==> config.mk <==
export PLATFORM = sky130hd
export DESIGN_NAME = stepper_mixed_decay_chopper
export DESIGN_NICKNAME = d
export VERILOG_FILES = /design/src/shared/chopper_pkg.sv /design/src/logic/chopper_divider.sv /design/src/logic/stepper_mixed_decay_chopper.sv
export SDC_FILE = /design/constraint.sdc
export NUM_CORES = 1
export LEC_CHECK = 0
export ABC_AREA = 1
export BUFFER_PORTS_ARGS = -buffer_cell sky130_fd_sc_hd__buf_2
export CORE_MARGIN = 2
export CORE_UTILIZATION = 45
export DETAILED_ROUTE_END_ITERATION = 16
export PLACE_DENSITY = 0.85
export SETUP_SLACK_MARGIN = 0.3
export SLEW_MARGIN = 5
export SYNTH_ARGS = -nofsm -noshare
export SYNTH_HDL_FRONTEND = slang
export SYNTH_SLANG_ARGS = --single-unit
export TNS_END_PERCENT = 50
==> constraint.sdc <==
create_clock -name sys_clk -period 1.45 [get_ports sys_clk]
set_clock_uncertainty 0.05 [all_clocks]
set_input_delay 0.29 -clock sys_clk [delete_from_list [all_inputs] [get_ports sys_clk]]
set_output_delay 0.29 -clock sys_clk [all_outputs]
set_load 0.02 [all_outputs]
==> src/shared/chopper_pkg.sv <==
package chopper_pkg;

  // ----------------------------------------------------------------
  // clock rates and chopper timing
  // ----------------------------------------------------------------
  localparam int SYS_CLK_KHZ = 25000;
  localparam int SYS_CLK_PERIOD_NS = 40;
  localparam int CHOP_CLK_KHZ = 1600;
  // integer divide: 25 MHz / 15 gives a 1.667 MHz chopper clock
  localparam int CHOP_DIV = SYS_CLK_KHZ / CHOP_CLK_KHZ;
  localparam int CHOP_PERIOD_CLKS = 16;
  localparam int FAST_START_CLK = 11;
  localparam int CNT_W = $clog2(CHOP_PERIOD_CLKS);
  localparam logic [CNT_W-1:0] CNT_ZERO = 4'h0;
  localparam logic [CNT_W-1:0] CNT_LAST = CNT_W'(CHOP_PERIOD_CLKS - 1);
  localparam logic [CNT_W-1:0] CNT_BEFORE_FAST = CNT_W'(FAST_START_CLK - 2);

  // spike blanking at the start of charge, rounded up to whole cycles
  localparam int BLANK_TIME_NS = 300;
  localparam int BLANK_CYCLES =
    (BLANK_TIME_NS + SYS_CLK_PERIOD_NS - 1) / SYS_CLK_PERIOD_NS;
  localparam int BLANK_W = $clog2(BLANK_CYCLES + 1);

  // overcurrent masking, counted in chopper clock cycles
  localparam int OC_MASK_CLKS = 4;
  localparam int OC_TRIP_CLKS = OC_MASK_CLKS + 1;
  localparam int OC_W = 3;
  localparam logic [OC_W-1:0] OC_ZERO = 3'h0;
  localparam logic [OC_W-1:0] OC_TRIP_LAST = OC_W'(OC_TRIP_CLKS - 1);

  // ----------------------------------------------------------------
  // register map (byte addresses)
  // ----------------------------------------------------------------
  localparam int ADDR_W = 8;
  localparam logic [ADDR_W-1:0] REG_CTRL = 8'h00;
  localparam logic [ADDR_W-1:0] REG_STATE = 8'h04;
  localparam logic [ADDR_W-1:0] REG_IRQ_STATUS = 8'h08;
  localparam logic [ADDR_W-1:0] REG_IRQ_CLEAR = 8'h0C;
  localparam logic [ADDR_W-1:0] REG_IRQ_ENABLE = 8'h10;

  localparam int CTRL_ENABLE_BIT = 0;
  localparam int CTRL_INVERT_BIT = 1;
  localparam int CTRL_W = 2;
  localparam logic [CTRL_W-1:0] CTRL_RESET = 2'h0;

  localparam int STATE_MODE_LSB = 0;
  localparam int STATE_COUNT_LSB = 4;
  localparam int STATE_RUN_BIT = 8;
  localparam int STATE_OC_BIT = 9;
  localparam int STATE_TH_BIT = 10;
  localparam int STATE_BLANK_BIT = 11;

  localparam int EV_PERIOD = 0;
  localparam int EV_LIMIT = 1;
  localparam int EV_OVERCURRENT = 2;
  localparam int EV_THERMAL = 3;
  localparam int EV_W = 4;
  localparam logic [EV_W-1:0] EV_NONE = 4'h0;

  typedef enum logic [1:0] {
    MODE_CHARGE = 2'b00,
    MODE_SLOW = 2'b01,
    MODE_FAST = 2'b10
  } chop_mode_t;

endpackage : chopper_pkg

==> src/logic/chopper_divider.sv <==
`timescale 1ns/100ps

// one-cycle enable pulse at the chopper clock rate, restarted while idle
module chopper_divider #(
  parameter int DIV = 15
) (
  // clock and reset
  input wire logic sys_clk,
  input wire logic reset,
  // control
  input wire logic run,
  // chopper clock enable pulse
  output logic chopperOscClock
);

  localparam int W = (DIV > 1) ? $clog2(DIV) : 1;
  localparam logic [W-1:0] DIV_LAST = W'(DIV - 1);
  localparam logic [W-1:0] DIV_ZERO = W'(0);

  logic [W-1:0] divCount_reg;

  // ----------------------------------------------------------------
  // divider counter
  // ----------------------------------------------------------------
  // counter and pulse held clear while stopped, so a period starts aligned
  always_ff @(posedge sys_clk or posedge reset) begin
    if (reset) begin
      divCount_reg <= DIV_ZERO;
      chopperOscClock <= 1'b0;
    end else if (!run) begin
      divCount_reg <= DIV_ZERO;
      chopperOscClock <= 1'b0;
    end else if (divCount_reg == DIV_LAST) begin
      divCount_reg <= DIV_ZERO;
      chopperOscClock <= 1'b1;
    end else begin
      divCount_reg <= divCount_reg + W'(1);
      chopperOscClock <= 1'b0;
    end
  end

endmodule : chopper_divider

==> src/logic/stepper_mixed_decay_chopper.sv <==
`timescale 1ns/100ps

module stepper_mixed_decay_chopper
  import chopper_pkg::*;
#(
  parameter int DIV = CHOP_DIV
) (
  // clock and reset
  input wire logic sys_clk,
  input wire logic reset,
  // wishbone slave
  input wire logic [ADDR_W-1:0] wb_adr_i,
  input wire logic [31:0] wb_dat_i,
  output logic [31:0] wb_dat_o,
  input wire logic [3:0] wb_sel_i,
  input wire logic wb_we_i,
  input wire logic wb_cyc_i,
  input wire logic wb_stb_i,
  output logic wb_ack_o,
  // host controls
  input wire logic standbyN,
  input wire logic phase,
  // sensing
  input wire logic currentLimitReached,
  input wire logic overcurrentSense,
  input wire logic thermalShutdown,
  // bridge gates
  output logic upperLeftSwitch,
  output logic upperRightSwitch,
  output logic lowerLeftSwitch,
  output logic lowerRightSwitch,
  // interrupt
  output logic irq
);

  // ----------------------------------------------------------------
  // declarations
  // ----------------------------------------------------------------
  logic [CTRL_W-1:0] ctrl_reg;
  logic [EV_W-1:0] irqStatus_reg;
  logic [EV_W-1:0] irqStatus_next;
  logic [EV_W-1:0] irqEnable_reg;
  logic [EV_W-1:0] events;
  logic [EV_W-1:0] clearBits;
  logic standbyN_reg;
  logic standbyRise;
  logic overcurrentShutdown_reg;
  logic thermalShutdown_reg;
  logic [OC_W-1:0] ocMask_reg;
  logic running;
  logic chopperOscClock;
  logic [CNT_W-1:0] chopCount_reg;
  chop_mode_t mode_reg;
  logic [BLANK_W-1:0] blankCount_reg;
  logic blanking;
  logic periodWrap;
  logic fastEntry;
  logic limitHit;
  logic ocTrip;
  logic forward;
  logic busReq;
  logic busDone;
  logic busWrite;
  logic [31:0] readData;

  // ----------------------------------------------------------------
  // run control and shutdown latches
  // ----------------------------------------------------------------
  // switches run only when enabled, out of standby and not tripped
  assign running = standbyN & ctrl_reg[CTRL_ENABLE_BIT]
                 & ~overcurrentShutdown_reg & ~thermalShutdown_reg;
  assign standbyRise = standbyN & ~standbyN_reg;

  // previous standby level for edge detection
  always_ff @(posedge sys_clk or posedge reset) begin
    if (reset) begin
      standbyN_reg <= 1'b0;
    end else begin
      standbyN_reg <= standbyN;
    end
  end

  // overcurrent mask counter, counts chopper clocks while sensed
  always_ff @(posedge sys_clk or posedge reset) begin
    if (reset) begin
      ocMask_reg <= OC_ZERO;
    end else if (!running || !overcurrentSense) begin
      ocMask_reg <= OC_ZERO;
    end else if (chopperOscClock && ocMask_reg != OC_TRIP_LAST) begin
      ocMask_reg <= ocMask_reg + OC_W'(1);
    end
  end

  // trip after the mask has run out with overcurrent still present
  assign ocTrip = running & overcurrentSense & chopperOscClock
                & (ocMask_reg == OC_TRIP_LAST);

  // overcurrent latch, released only by a standby low-to-high edge
  always_ff @(posedge sys_clk or posedge reset) begin
    if (reset) begin
      overcurrentShutdown_reg <= 1'b0;
    end else if (ocTrip) begin
      overcurrentShutdown_reg <= 1'b1;
    end else if (standbyRise) begin
      overcurrentShutdown_reg <= 1'b0;
    end
  end

  // thermal latch, same release; a live trip keeps it set
  always_ff @(posedge sys_clk or posedge reset) begin
    if (reset) begin
      thermalShutdown_reg <= 1'b0;
    end else if (thermalShutdown) begin
      thermalShutdown_reg <= 1'b1;
    end else if (standbyRise) begin
      thermalShutdown_reg <= 1'b0;
    end
  end

  // ----------------------------------------------------------------
  // chopper clock and sequencer
  // ----------------------------------------------------------------
  chopper_divider #(
    .DIV(DIV)
  ) u_divider (
    .sys_clk(sys_clk),
    .reset(reset),
    .run(running),
    .chopperOscClock(chopperOscClock)
  );

  assign periodWrap = chopperOscClock & (chopCount_reg == CNT_LAST);
  assign fastEntry = chopperOscClock & (chopCount_reg == CNT_BEFORE_FAST);
  assign blanking = (blankCount_reg != BLANK_W'(0));
  // comparator only heard in charge once the blanking time is over
  assign limitHit = running & (mode_reg == MODE_CHARGE) & ~blanking
                  & currentLimitReached & ~periodWrap & ~fastEntry;

  // period counter: sixteen chopper clocks, wrapping to zero
  always_ff @(posedge sys_clk or posedge reset) begin
    if (reset) begin
      chopCount_reg <= CNT_ZERO;
    end else if (!running) begin
      chopCount_reg <= CNT_ZERO;
    end else if (periodWrap) begin
      chopCount_reg <= CNT_ZERO;
    end else if (chopperOscClock) begin
      chopCount_reg <= chopCount_reg + CNT_W'(1);
    end
  end

  // decay mode: charge, then slow on limit, fast from the 11th clock
  always_ff @(posedge sys_clk or posedge reset) begin
    if (reset) begin
      mode_reg <= MODE_CHARGE;
    end else if (!running) begin
      mode_reg <= MODE_CHARGE;
    end else if (periodWrap) begin
      mode_reg <= MODE_CHARGE;
    end else if (fastEntry) begin
      mode_reg <= MODE_FAST;
    end else if (limitHit) begin
      mode_reg <= MODE_SLOW;
    end
  end

  // blanking timer reloaded whenever a charge interval begins
  always_ff @(posedge sys_clk or posedge reset) begin
    if (reset) begin
      blankCount_reg <= BLANK_W'(BLANK_CYCLES);
    end else if (!running || periodWrap) begin
      blankCount_reg <= BLANK_W'(BLANK_CYCLES);
    end else if (blanking) begin
      blankCount_reg <= blankCount_reg - BLANK_W'(1);
    end
  end

  // ----------------------------------------------------------------
  // bridge gate drive
  // ----------------------------------------------------------------
  assign forward = phase ^ ctrl_reg[CTRL_INVERT_BIT];

  // gates registered from mode and direction; all off when stopped
  always_ff @(posedge sys_clk or posedge reset) begin
    if (reset) begin
      upperLeftSwitch <= 1'b0;
      upperRightSwitch <= 1'b0;
      lowerLeftSwitch <= 1'b0;
      lowerRightSwitch <= 1'b0;
    end else if (!running) begin
      upperLeftSwitch <= 1'b0;
      upperRightSwitch <= 1'b0;
      lowerLeftSwitch <= 1'b0;
      lowerRightSwitch <= 1'b0;
    end else begin
      case (mode_reg)
        MODE_CHARGE: begin
          upperLeftSwitch <= forward;
          upperRightSwitch <= ~forward;
          lowerLeftSwitch <= ~forward;
          lowerRightSwitch <= forward;
        end
        MODE_SLOW: begin
          upperLeftSwitch <= 1'b0;
          upperRightSwitch <= 1'b0;
          lowerLeftSwitch <= 1'b1;
          lowerRightSwitch <= 1'b1;
        end
        MODE_FAST: begin
          upperLeftSwitch <= ~forward;
          upperRightSwitch <= forward;
          lowerLeftSwitch <= forward;
          lowerRightSwitch <= ~forward;
        end
        default: begin
          upperLeftSwitch <= 1'b0;
          upperRightSwitch <= 1'b0;
          lowerLeftSwitch <= 1'b0;
          lowerRightSwitch <= 1'b0;
        end
      endcase
    end
  end

  // ----------------------------------------------------------------
  // wishbone slave
  // ----------------------------------------------------------------
  // request latched one cycle, committed at the edge that sees ack
  assign busReq = wb_cyc_i & wb_stb_i & ~wb_ack_o;
  assign busDone = wb_cyc_i & wb_stb_i & wb_ack_o;
  assign busWrite = busDone & wb_we_i & wb_sel_i[0];

  // acknowledge one cycle after the request, dropped the next
  always_ff @(posedge sys_clk or posedge reset) begin
    if (reset) begin
      wb_ack_o <= 1'b0;
    end else begin
      wb_ack_o <= busReq;
    end
  end

  // read multiplexer; unmapped and write-only addresses read zero
  always_comb begin
    readData = 32'h0000_0000;
    case (wb_adr_i)
      REG_CTRL: readData[CTRL_W-1:0] = ctrl_reg;
      REG_STATE: begin
        readData[STATE_MODE_LSB +: 2] = mode_reg;
        readData[STATE_COUNT_LSB +: CNT_W] = chopCount_reg;
        readData[STATE_RUN_BIT] = running;
        readData[STATE_OC_BIT] = overcurrentShutdown_reg;
        readData[STATE_TH_BIT] = thermalShutdown_reg;
        readData[STATE_BLANK_BIT] = blanking;
      end
      REG_IRQ_STATUS: readData[EV_W-1:0] = irqStatus_reg;
      REG_IRQ_ENABLE: readData[EV_W-1:0] = irqEnable_reg;
      default: readData = 32'h0000_0000;
    endcase
  end

  // read data captured with the request so it stands with ack
  always_ff @(posedge sys_clk or posedge reset) begin
    if (reset) begin
      wb_dat_o <= 32'h0000_0000;
    end else if (busReq && !wb_we_i) begin
      wb_dat_o <= readData;
    end
  end

  // control and interrupt enable registers
  always_ff @(posedge sys_clk or posedge reset) begin
    if (reset) begin
      ctrl_reg <= CTRL_RESET;
      irqEnable_reg <= EV_NONE;
    end else if (busWrite) begin
      if (wb_adr_i == REG_CTRL) begin
        ctrl_reg <= wb_dat_i[CTRL_W-1:0];
      end
      if (wb_adr_i == REG_IRQ_ENABLE) begin
        irqEnable_reg <= wb_dat_i[EV_W-1:0];
      end
    end
  end

  // ----------------------------------------------------------------
  // interrupts
  // ----------------------------------------------------------------
  assign events[EV_PERIOD] = running & periodWrap;
  assign events[EV_LIMIT] = limitHit;
  assign events[EV_OVERCURRENT] = ocTrip;
  assign events[EV_THERMAL] = thermalShutdown & ~thermalShutdown_reg;
  assign clearBits = (busWrite && wb_adr_i == REG_IRQ_CLEAR) ?
                     wb_dat_i[EV_W-1:0] : EV_NONE;
  // a new event wins over a clear in the same cycle
  assign irqStatus_next = (irqStatus_reg & ~clearBits) | events;

  // sticky status bits
  always_ff @(posedge sys_clk or posedge reset) begin
    if (reset) begin
      irqStatus_reg <= EV_NONE;
    end else begin
      irqStatus_reg <= irqStatus_next;
    end
  end

  // level interrupt, registered
  always_ff @(posedge sys_clk or posedge reset) begin
    if (reset) begin
      irq <= 1'b0;
    end else begin
      irq <= |(irqStatus_next & irqEnable_reg);
    end
  end

endmodule : stepper_mixed_decay_chopper

# Word level (Yosys, flattened, before mapping)
# Cells that the tools add are included.
dict set report word_totals {
  reg_bits 49
  latch_bits 0
  ramBits 0
  romBits 0
  inputBits 54
  out_inout_bits 38
  word_cells 118
  mem_count 0
}
dict set report op_classes {
  n_addsub 4
  n_mul 0
  div_mod_pow 0
  order_cmp 0
  n_eq_ne 13
  shift 0
  mux 30
  bitwise 34
  reduce_logical 18
}
# operator n
set ops {}
lappend ops {{4-bit 2-to-1 mux} 8}
lappend ops {{1-bit bitwise AND} 21}
lappend ops {{8-bit by 4-bit == test with 1-bit output (second input constant)} 2}
lappend ops {{4-bit == test (second input constant)} 3}
lappend ops {{1-bit 2-to-1 mux} 9}
lappend ops {{4-bit by 1-bit adder with 4-bit output (second input constant)} 2}
lappend ops {{4-bit bitwise AND} 2}
lappend ops {{8-bit by 3-bit == test with 1-bit output (second input constant)} 1}
lappend ops {{8-bit by 5-bit == test with 1-bit output (second input constant)} 1}
lappend ops {{8-bit zero test} 1}
lappend ops {{2-bit 2-to-1 mux} 4}
lappend ops {{8-bit 2-to-1 mux} 1}
lappend ops {{1-bit inverter} 8}
lappend ops {{2-bit case mux with 4 select lines} 1}
lappend ops {{2-bit nonzero test} 4}
lappend ops {{3-bit 2-to-1 mux} 2}
lappend ops {{1-bit case mux with 3 select lines} 2}
lappend ops {{4-bit by 1-bit inequality test with 1-bit output (second input constant)} 1}
lappend ops {{4-bit inverter} 1}
lappend ops {{4-bit bitwise OR} 1}
lappend ops {{1-bit case mux with 2 select lines} 2}
lappend ops {{2-bit case mux with 2 select lines} 1}
lappend ops {{2-bit AND reduction} 2}
lappend ops {{4-bit nonzero test} 1}
lappend ops {{other kinds (13)} 18}

# Logic depth before layout (Yosys ltp)
dict set report logic_depth {
  depth_word 12
  depth_mapped 11
  ltp_nobuf 11
}

# Hierarchy
# Synthesis repeated with hierarchy kept, for this count alone.
dict set report hier_totals {
  hier_cells 296
  hier_area_um2 2486.1
}
# module n_inst cells_each area_per_inst_um2 seq_area_each_um2
set by_module_without_submodules {}
lappend by_module_without_submodules {stepper_mixed_decay_chopper 1 273 2260.9 1102.3}
lappend by_module_without_submodules {chopper_divider 1 23 225.2 125.1}

# Worst setup path after synthesis
# No wires, ideal clock.
dict set report synth_path {
  path_type {register to register}
  from {register wb_ack_o}
  to {register wb_dat_o[11]}
  setup_ns 0.135
  t_arrival_ns 1.202
  required_time_ns 1.265
  slack_ns 0.063
  path_stages_with_launch 6
  n_path_buf 1
  synth_period_minus_slack_ns 1.387
  path_cell_list {dfrtp_1 -> nor3_2 -> inv_2 -> buf_6 -> nand2_1 -> o21ai_1}
}
dict set report synth_via {
  elab_chain_len 3
}
# element line_no
set synth_lines {}
lappend synth_lines {{start: declaration} stepper_mixed_decay_chopper.sv:19} ;# output logic wb_ack_o,
lappend synth_lines {{start signal: assignment} stepper_mixed_decay_chopper.sv:238} ;# wb_ack_o <= busReq;
lappend synth_lines {{1-bit inverter} stepper_mixed_decay_chopper.sv:229} ;# assign busReq = wb_cyc_i & wb_stb_i & ~wb_ack_o;
lappend synth_lines {{1-bit bitwise AND} stepper_mixed_decay_chopper.sv:229}
lappend synth_lines {{1-bit logical AND} stepper_mixed_decay_chopper.sv:265} ;# end else if (busReq && !wb_we_i) begin
lappend synth_lines {{end signal: assignment} stepper_mixed_decay_chopper.sv:266} ;# wb_dat_o <= readData;
lappend synth_lines {{end: declaration} stepper_mixed_decay_chopper.sv:14} ;# output logic [31:0] wb_dat_o,
# No other way between the ends.
# A chain may end at the register's enable or synchronous reset.

# Worst setup path after layout
dict set report layout_path {
  from {register chopCount_reg[1]}
  to {register irq}
}
dict set report layout_via {
  elab_chain_len 8
  elab_cells_between_ends 12
  cone_classes {eq/ne: 2; bitwise: 9; reduce/logical: 1}
}
# element line_no
set layout_lines {}
lappend layout_lines {{start: declaration} stepper_mixed_decay_chopper.sv:52} ;# logic [CNT_W-1:0] chopCount_reg;
lappend layout_lines {{start signal: assignment} stepper_mixed_decay_chopper.sv:148} ;# chopCount_reg <= chopCount_reg + CNT_W'(1);
lappend layout_lines {{4-bit == test} stepper_mixed_decay_chopper.sv:132} ;# assign periodWrap = chopperOscClock & (chopCount_reg == CNT_LAST);
lappend layout_lines {{1-bit bitwise AND} stepper_mixed_decay_chopper.sv:132}
lappend layout_lines {{1-bit inverter} stepper_mixed_decay_chopper.sv:137} ;# & currentLimitReached & ~periodWrap & ~fastEntry;
lappend layout_lines {{1-bit bitwise AND} stepper_mixed_decay_chopper.sv:137}
lappend layout_lines {{1-bit bitwise AND (*)} stepper_mixed_decay_chopper.sv:137}
lappend layout_lines {{4-bit bitwise OR (*)} stepper_mixed_decay_chopper.sv:295} ;# assign irqStatus_next = (irqStatus_reg & ~clearBits) | events;
lappend layout_lines {{net irqStatus_next[1]} stepper_mixed_decay_chopper.sv:41} ;# logic [EV_W-1:0] irqStatus_next;
lappend layout_lines {{4-bit bitwise AND (*)} stepper_mixed_decay_chopper.sv:311} ;# irq <= |(irqStatus_next & irqEnable_reg);
lappend layout_lines {{4-bit OR reduction (*)} stepper_mixed_decay_chopper.sv:311}
lappend layout_lines {{end signal: assignment} stepper_mixed_decay_chopper.sv:311}
lappend layout_lines {{end: declaration} stepper_mixed_decay_chopper.sv:33} ;# output logic irq
# Mark *: on every way through the listed nets, which the timed path passes. The rest lies on a longest branch.

==> key figures <==
Outcome
  – Status: finished with violations
  – Failing checks: setup timing

Logic synthesis
  – Fraction of registers with async set/reset: 100%
  – Synth Area per Inst: 8.81 µm²
  – Share of the synthesized area in the top cell type: 47.4%
  – Synth area leaders: dfrtp_1, nand2_1, buf_4, inv_1, nand3_1
  – Mapped Cells: 288
  – Synth cell types: 35
  – Ys flop type: dfrtp_1
  – EDFF count, synth: 0
  – Synth warn: 0
  – Yosys reg bits: 49
  – Synth area leader: dfrtp_1
  – Mapped Area: 2540 µm²
  – Seq/Total Area, Yosys: 48.4%

CTS
  – Worst skew pair latency: 0.31 ns
  – Clock sinks: 49
  – Root Driver: clkbuf_8
  – CTS tree: built
  – H-tree Lvls: 2
  – Worst-path clk slew: 0.09 ns
  – CTS Buffer Depth: 2
  – Num CTS Buffers: 5

Die
  – Die area: 6250 µm²
  – Die height: 79.1 µm
  – Core box area: 5470 µm²
  – Core Rows: 27
  – Die Span X: 79.1 µm
  – I/O pin count: 92
  – Initial core utilization: 46.3%

Cells and area
  – Layout Cells excl Fill: 452
  – Commonest non-fill, non-tap cells in the layout: nand2_1, dfrtp_1, buf_6
  – Nets: 439
  – Ratio of cells with drive above 1 in the final layout: 49.5%
  – Diode count: 0
  – Max reg flops: 12
  – Top reg by flops: wb_dat_o
  – Design area: 3710 µm²
  – Commonest non-fill, non-tap cell in the layout: nand2_1
  – Area delta synth->final: 46.3%

Global routing
  – Overall routing resource usage: 20.8%
  – First-pass GRT wire length: 10.1 mm
  – Overflow after GRT: 0
  – Vias in the first global route: 2267
  – Pin count of the biggest net entering global routing: 23
  – Initial antenna violation count: 0

Placed design
  – Detail Placement HPWL: 3.94 mm
  – Placed cells: 409
  – Buffers on Ports: 40
  – Placed Area: 2830 µm²
  – Gpl congestion: 0.851

Drt
  – Vias post-DR: 2404
  – DRT Pass-1 Iters: 4
  – DRT antenna net count: 0
  – Avg WL per Cell: 17.2 µm
  – Total Wirelength: 7.76 mm
  – Initial drt markers: 145
  – DRC violations left: 0
  – Via-per-instance ratio: 5.32

Setup path
  – Critical Path AT: 1.70 ns
  – R2R Setup Slk: -0.1 ns
  – Critical path origin: chopCount_reg[1]
  – Worst r2r path cells: 11
  – RR Endpoint: irq
  – Critical Path Fanout Max: 4
  – Crit path launch type: register
  – CP Capture Type: register
  – Reg2reg start: chopCount_reg[1]
  – CP Class: register to register
  – Worst Setup EP: irq
  – Required @ worst endpoint: 1.60 ns

Power
  – Gate power share: 9.8%
  – Overall Power: 2.83 mW
  – Sequential Power Share: 49.6%
  – Internal: 2.16 mW
  – Pwr/cell area: 762 nW/µm²
  – VDD IR max: 0.559 mV
  – Clock power frac: 40.6%
  – Sw power: 0.663 mW
  – Switching Fraction: 23.4%
  – Pleak: 1.74 nW

Run
  – Max-Cap Viols: 0

Timing
  – Final hold vios: 0
  – Worst setup margin: -0.0993 ns
  – Endpoints failing setup: 3
  – Min cycle time layout: 1.55 ns
  – Setup TNS Final: -0.116 ns
  – Hold WS: 0.0989 ns
  – RSZ-0062 raised after global routing: yes
  – Fin crit share: 107%
  – Fmax: 0.645 GHz
  – Fin. max-slew vios: 0

Hold path
  – Worst hold path class: input pin to register
==> metal layers <==
| metal | global-route usage [%] | up-vias | share of wire [%] |
|---|---|---|---|
| met3 | 4.77 | 52 | 4.9 |
| met4 | 8.62 | 0 | 6.2 |
| li1 | - | 1064 | - |
| met2 | 37.8 | 114 | 52 |
| met5 | 0 | - | 0 |
| met1 | 23.4 | 1174 | 36 |
==> worst min-delay path by stage <==
stage          slack, ns  cells past startpoint                       to  startpoint
3_3_place_gp        0.26                      2  overcurrentShutdown_reg       reset
5_1_grt             0.09                      1             standbyN_reg    standbyN
4_1_cts             0.11                      1             standbyN_reg    standbyN
6_report             0.1                      1             standbyN_reg    standbyN
3_5_place_dp        0.26                      2             standbyN_reg       reset
2_1_floorplan       0.27                      0             standbyN_reg    standbyN
==> cell type report <==
type	count	area, µm²
clock buffer	5	68.8
clock inverter	3	65.1
fill	371	1760
inverter	39	158
multi-input combinational	197	1350
sequential	49	1230
tap	72	90.1
timing repair buffer	87	749
==> synthesized netlist by cell type (3+ instances only) <==
master,instances
ha_1,6
a21oi_1,9
nand2_2,3
nor3_2,5
dfrtp_1,48
nor2_2,3
buf_4,20
nor2_1,22
inv_1,30
inv_2,8
o21ai_1,15
nand3_1,22
nor2_4,4
nor3_1,3
nand2_1,60
o21ai_0,4
==> worst max-delay path: stages, from the launching register on <==
cell and delay [ns]:
dfrtp_2 0.46, inv_2 0.11, ha_4 0.14, nand3_2 0.10, nor2_2 0.17, nor2_2 0.07
nand3_2 0.06, nand2_2 0.05, nand2_1 0.05, nand2_1 0.07, inv_1 0.06, nand2_1 0.05
==> per-stage QoR <==
step | util (%) | setup WS, ns
after floorplan | - | 0.0629
after global routing | 67.8 | -0.181
after CTS | 59.6 | 0.0154
after global placement | 51.7 | 0.0260
after detailed placement | 51.7 | 0.0264
final | 67.8 | -0.0993
==> logic make-up (layout without fill, tap and decap cells) <==
group                    count (synthesis)  count (layout)  synth area share, %
AO/OA/AOI/OAI                           36              36                 8.09
adder cells (fa/ha/maj)                  6               6                 2.96
buffers and inverters                   61             134                 12.6
AND/OR/NAND/NOR                        131             131                 26.4
flip-flops                              49              49                 48.4
other                                    1              20                0.148
XOR/XNOR                                 4               4                 1.38
==> power by group through the flow <==
stage / clock network [mW] / registers, mW / logic (mW)
after floorplan: 0 / 1.43 / 0.158
after global placement: 0 / 1.42 / 0.209
after detailed placement: 0 / 1.42 / 0.213
after CTS: 1.15 / 1.39 / 0.229
after global routing: 1.22 / 1.40 / 0.298
final: 1.15 / 1.40 / 0.278
==> what timing repair did <==
item,4_1_cts,5_1_grt
buffers inserted,21,13
gates resized for setup,35,97
setup endpoints to repair,58,70
pin swaps,20,27
endpoints found under the hold margin,15,0
hold buffers,1,0
(Power assumes the default switching activity.)
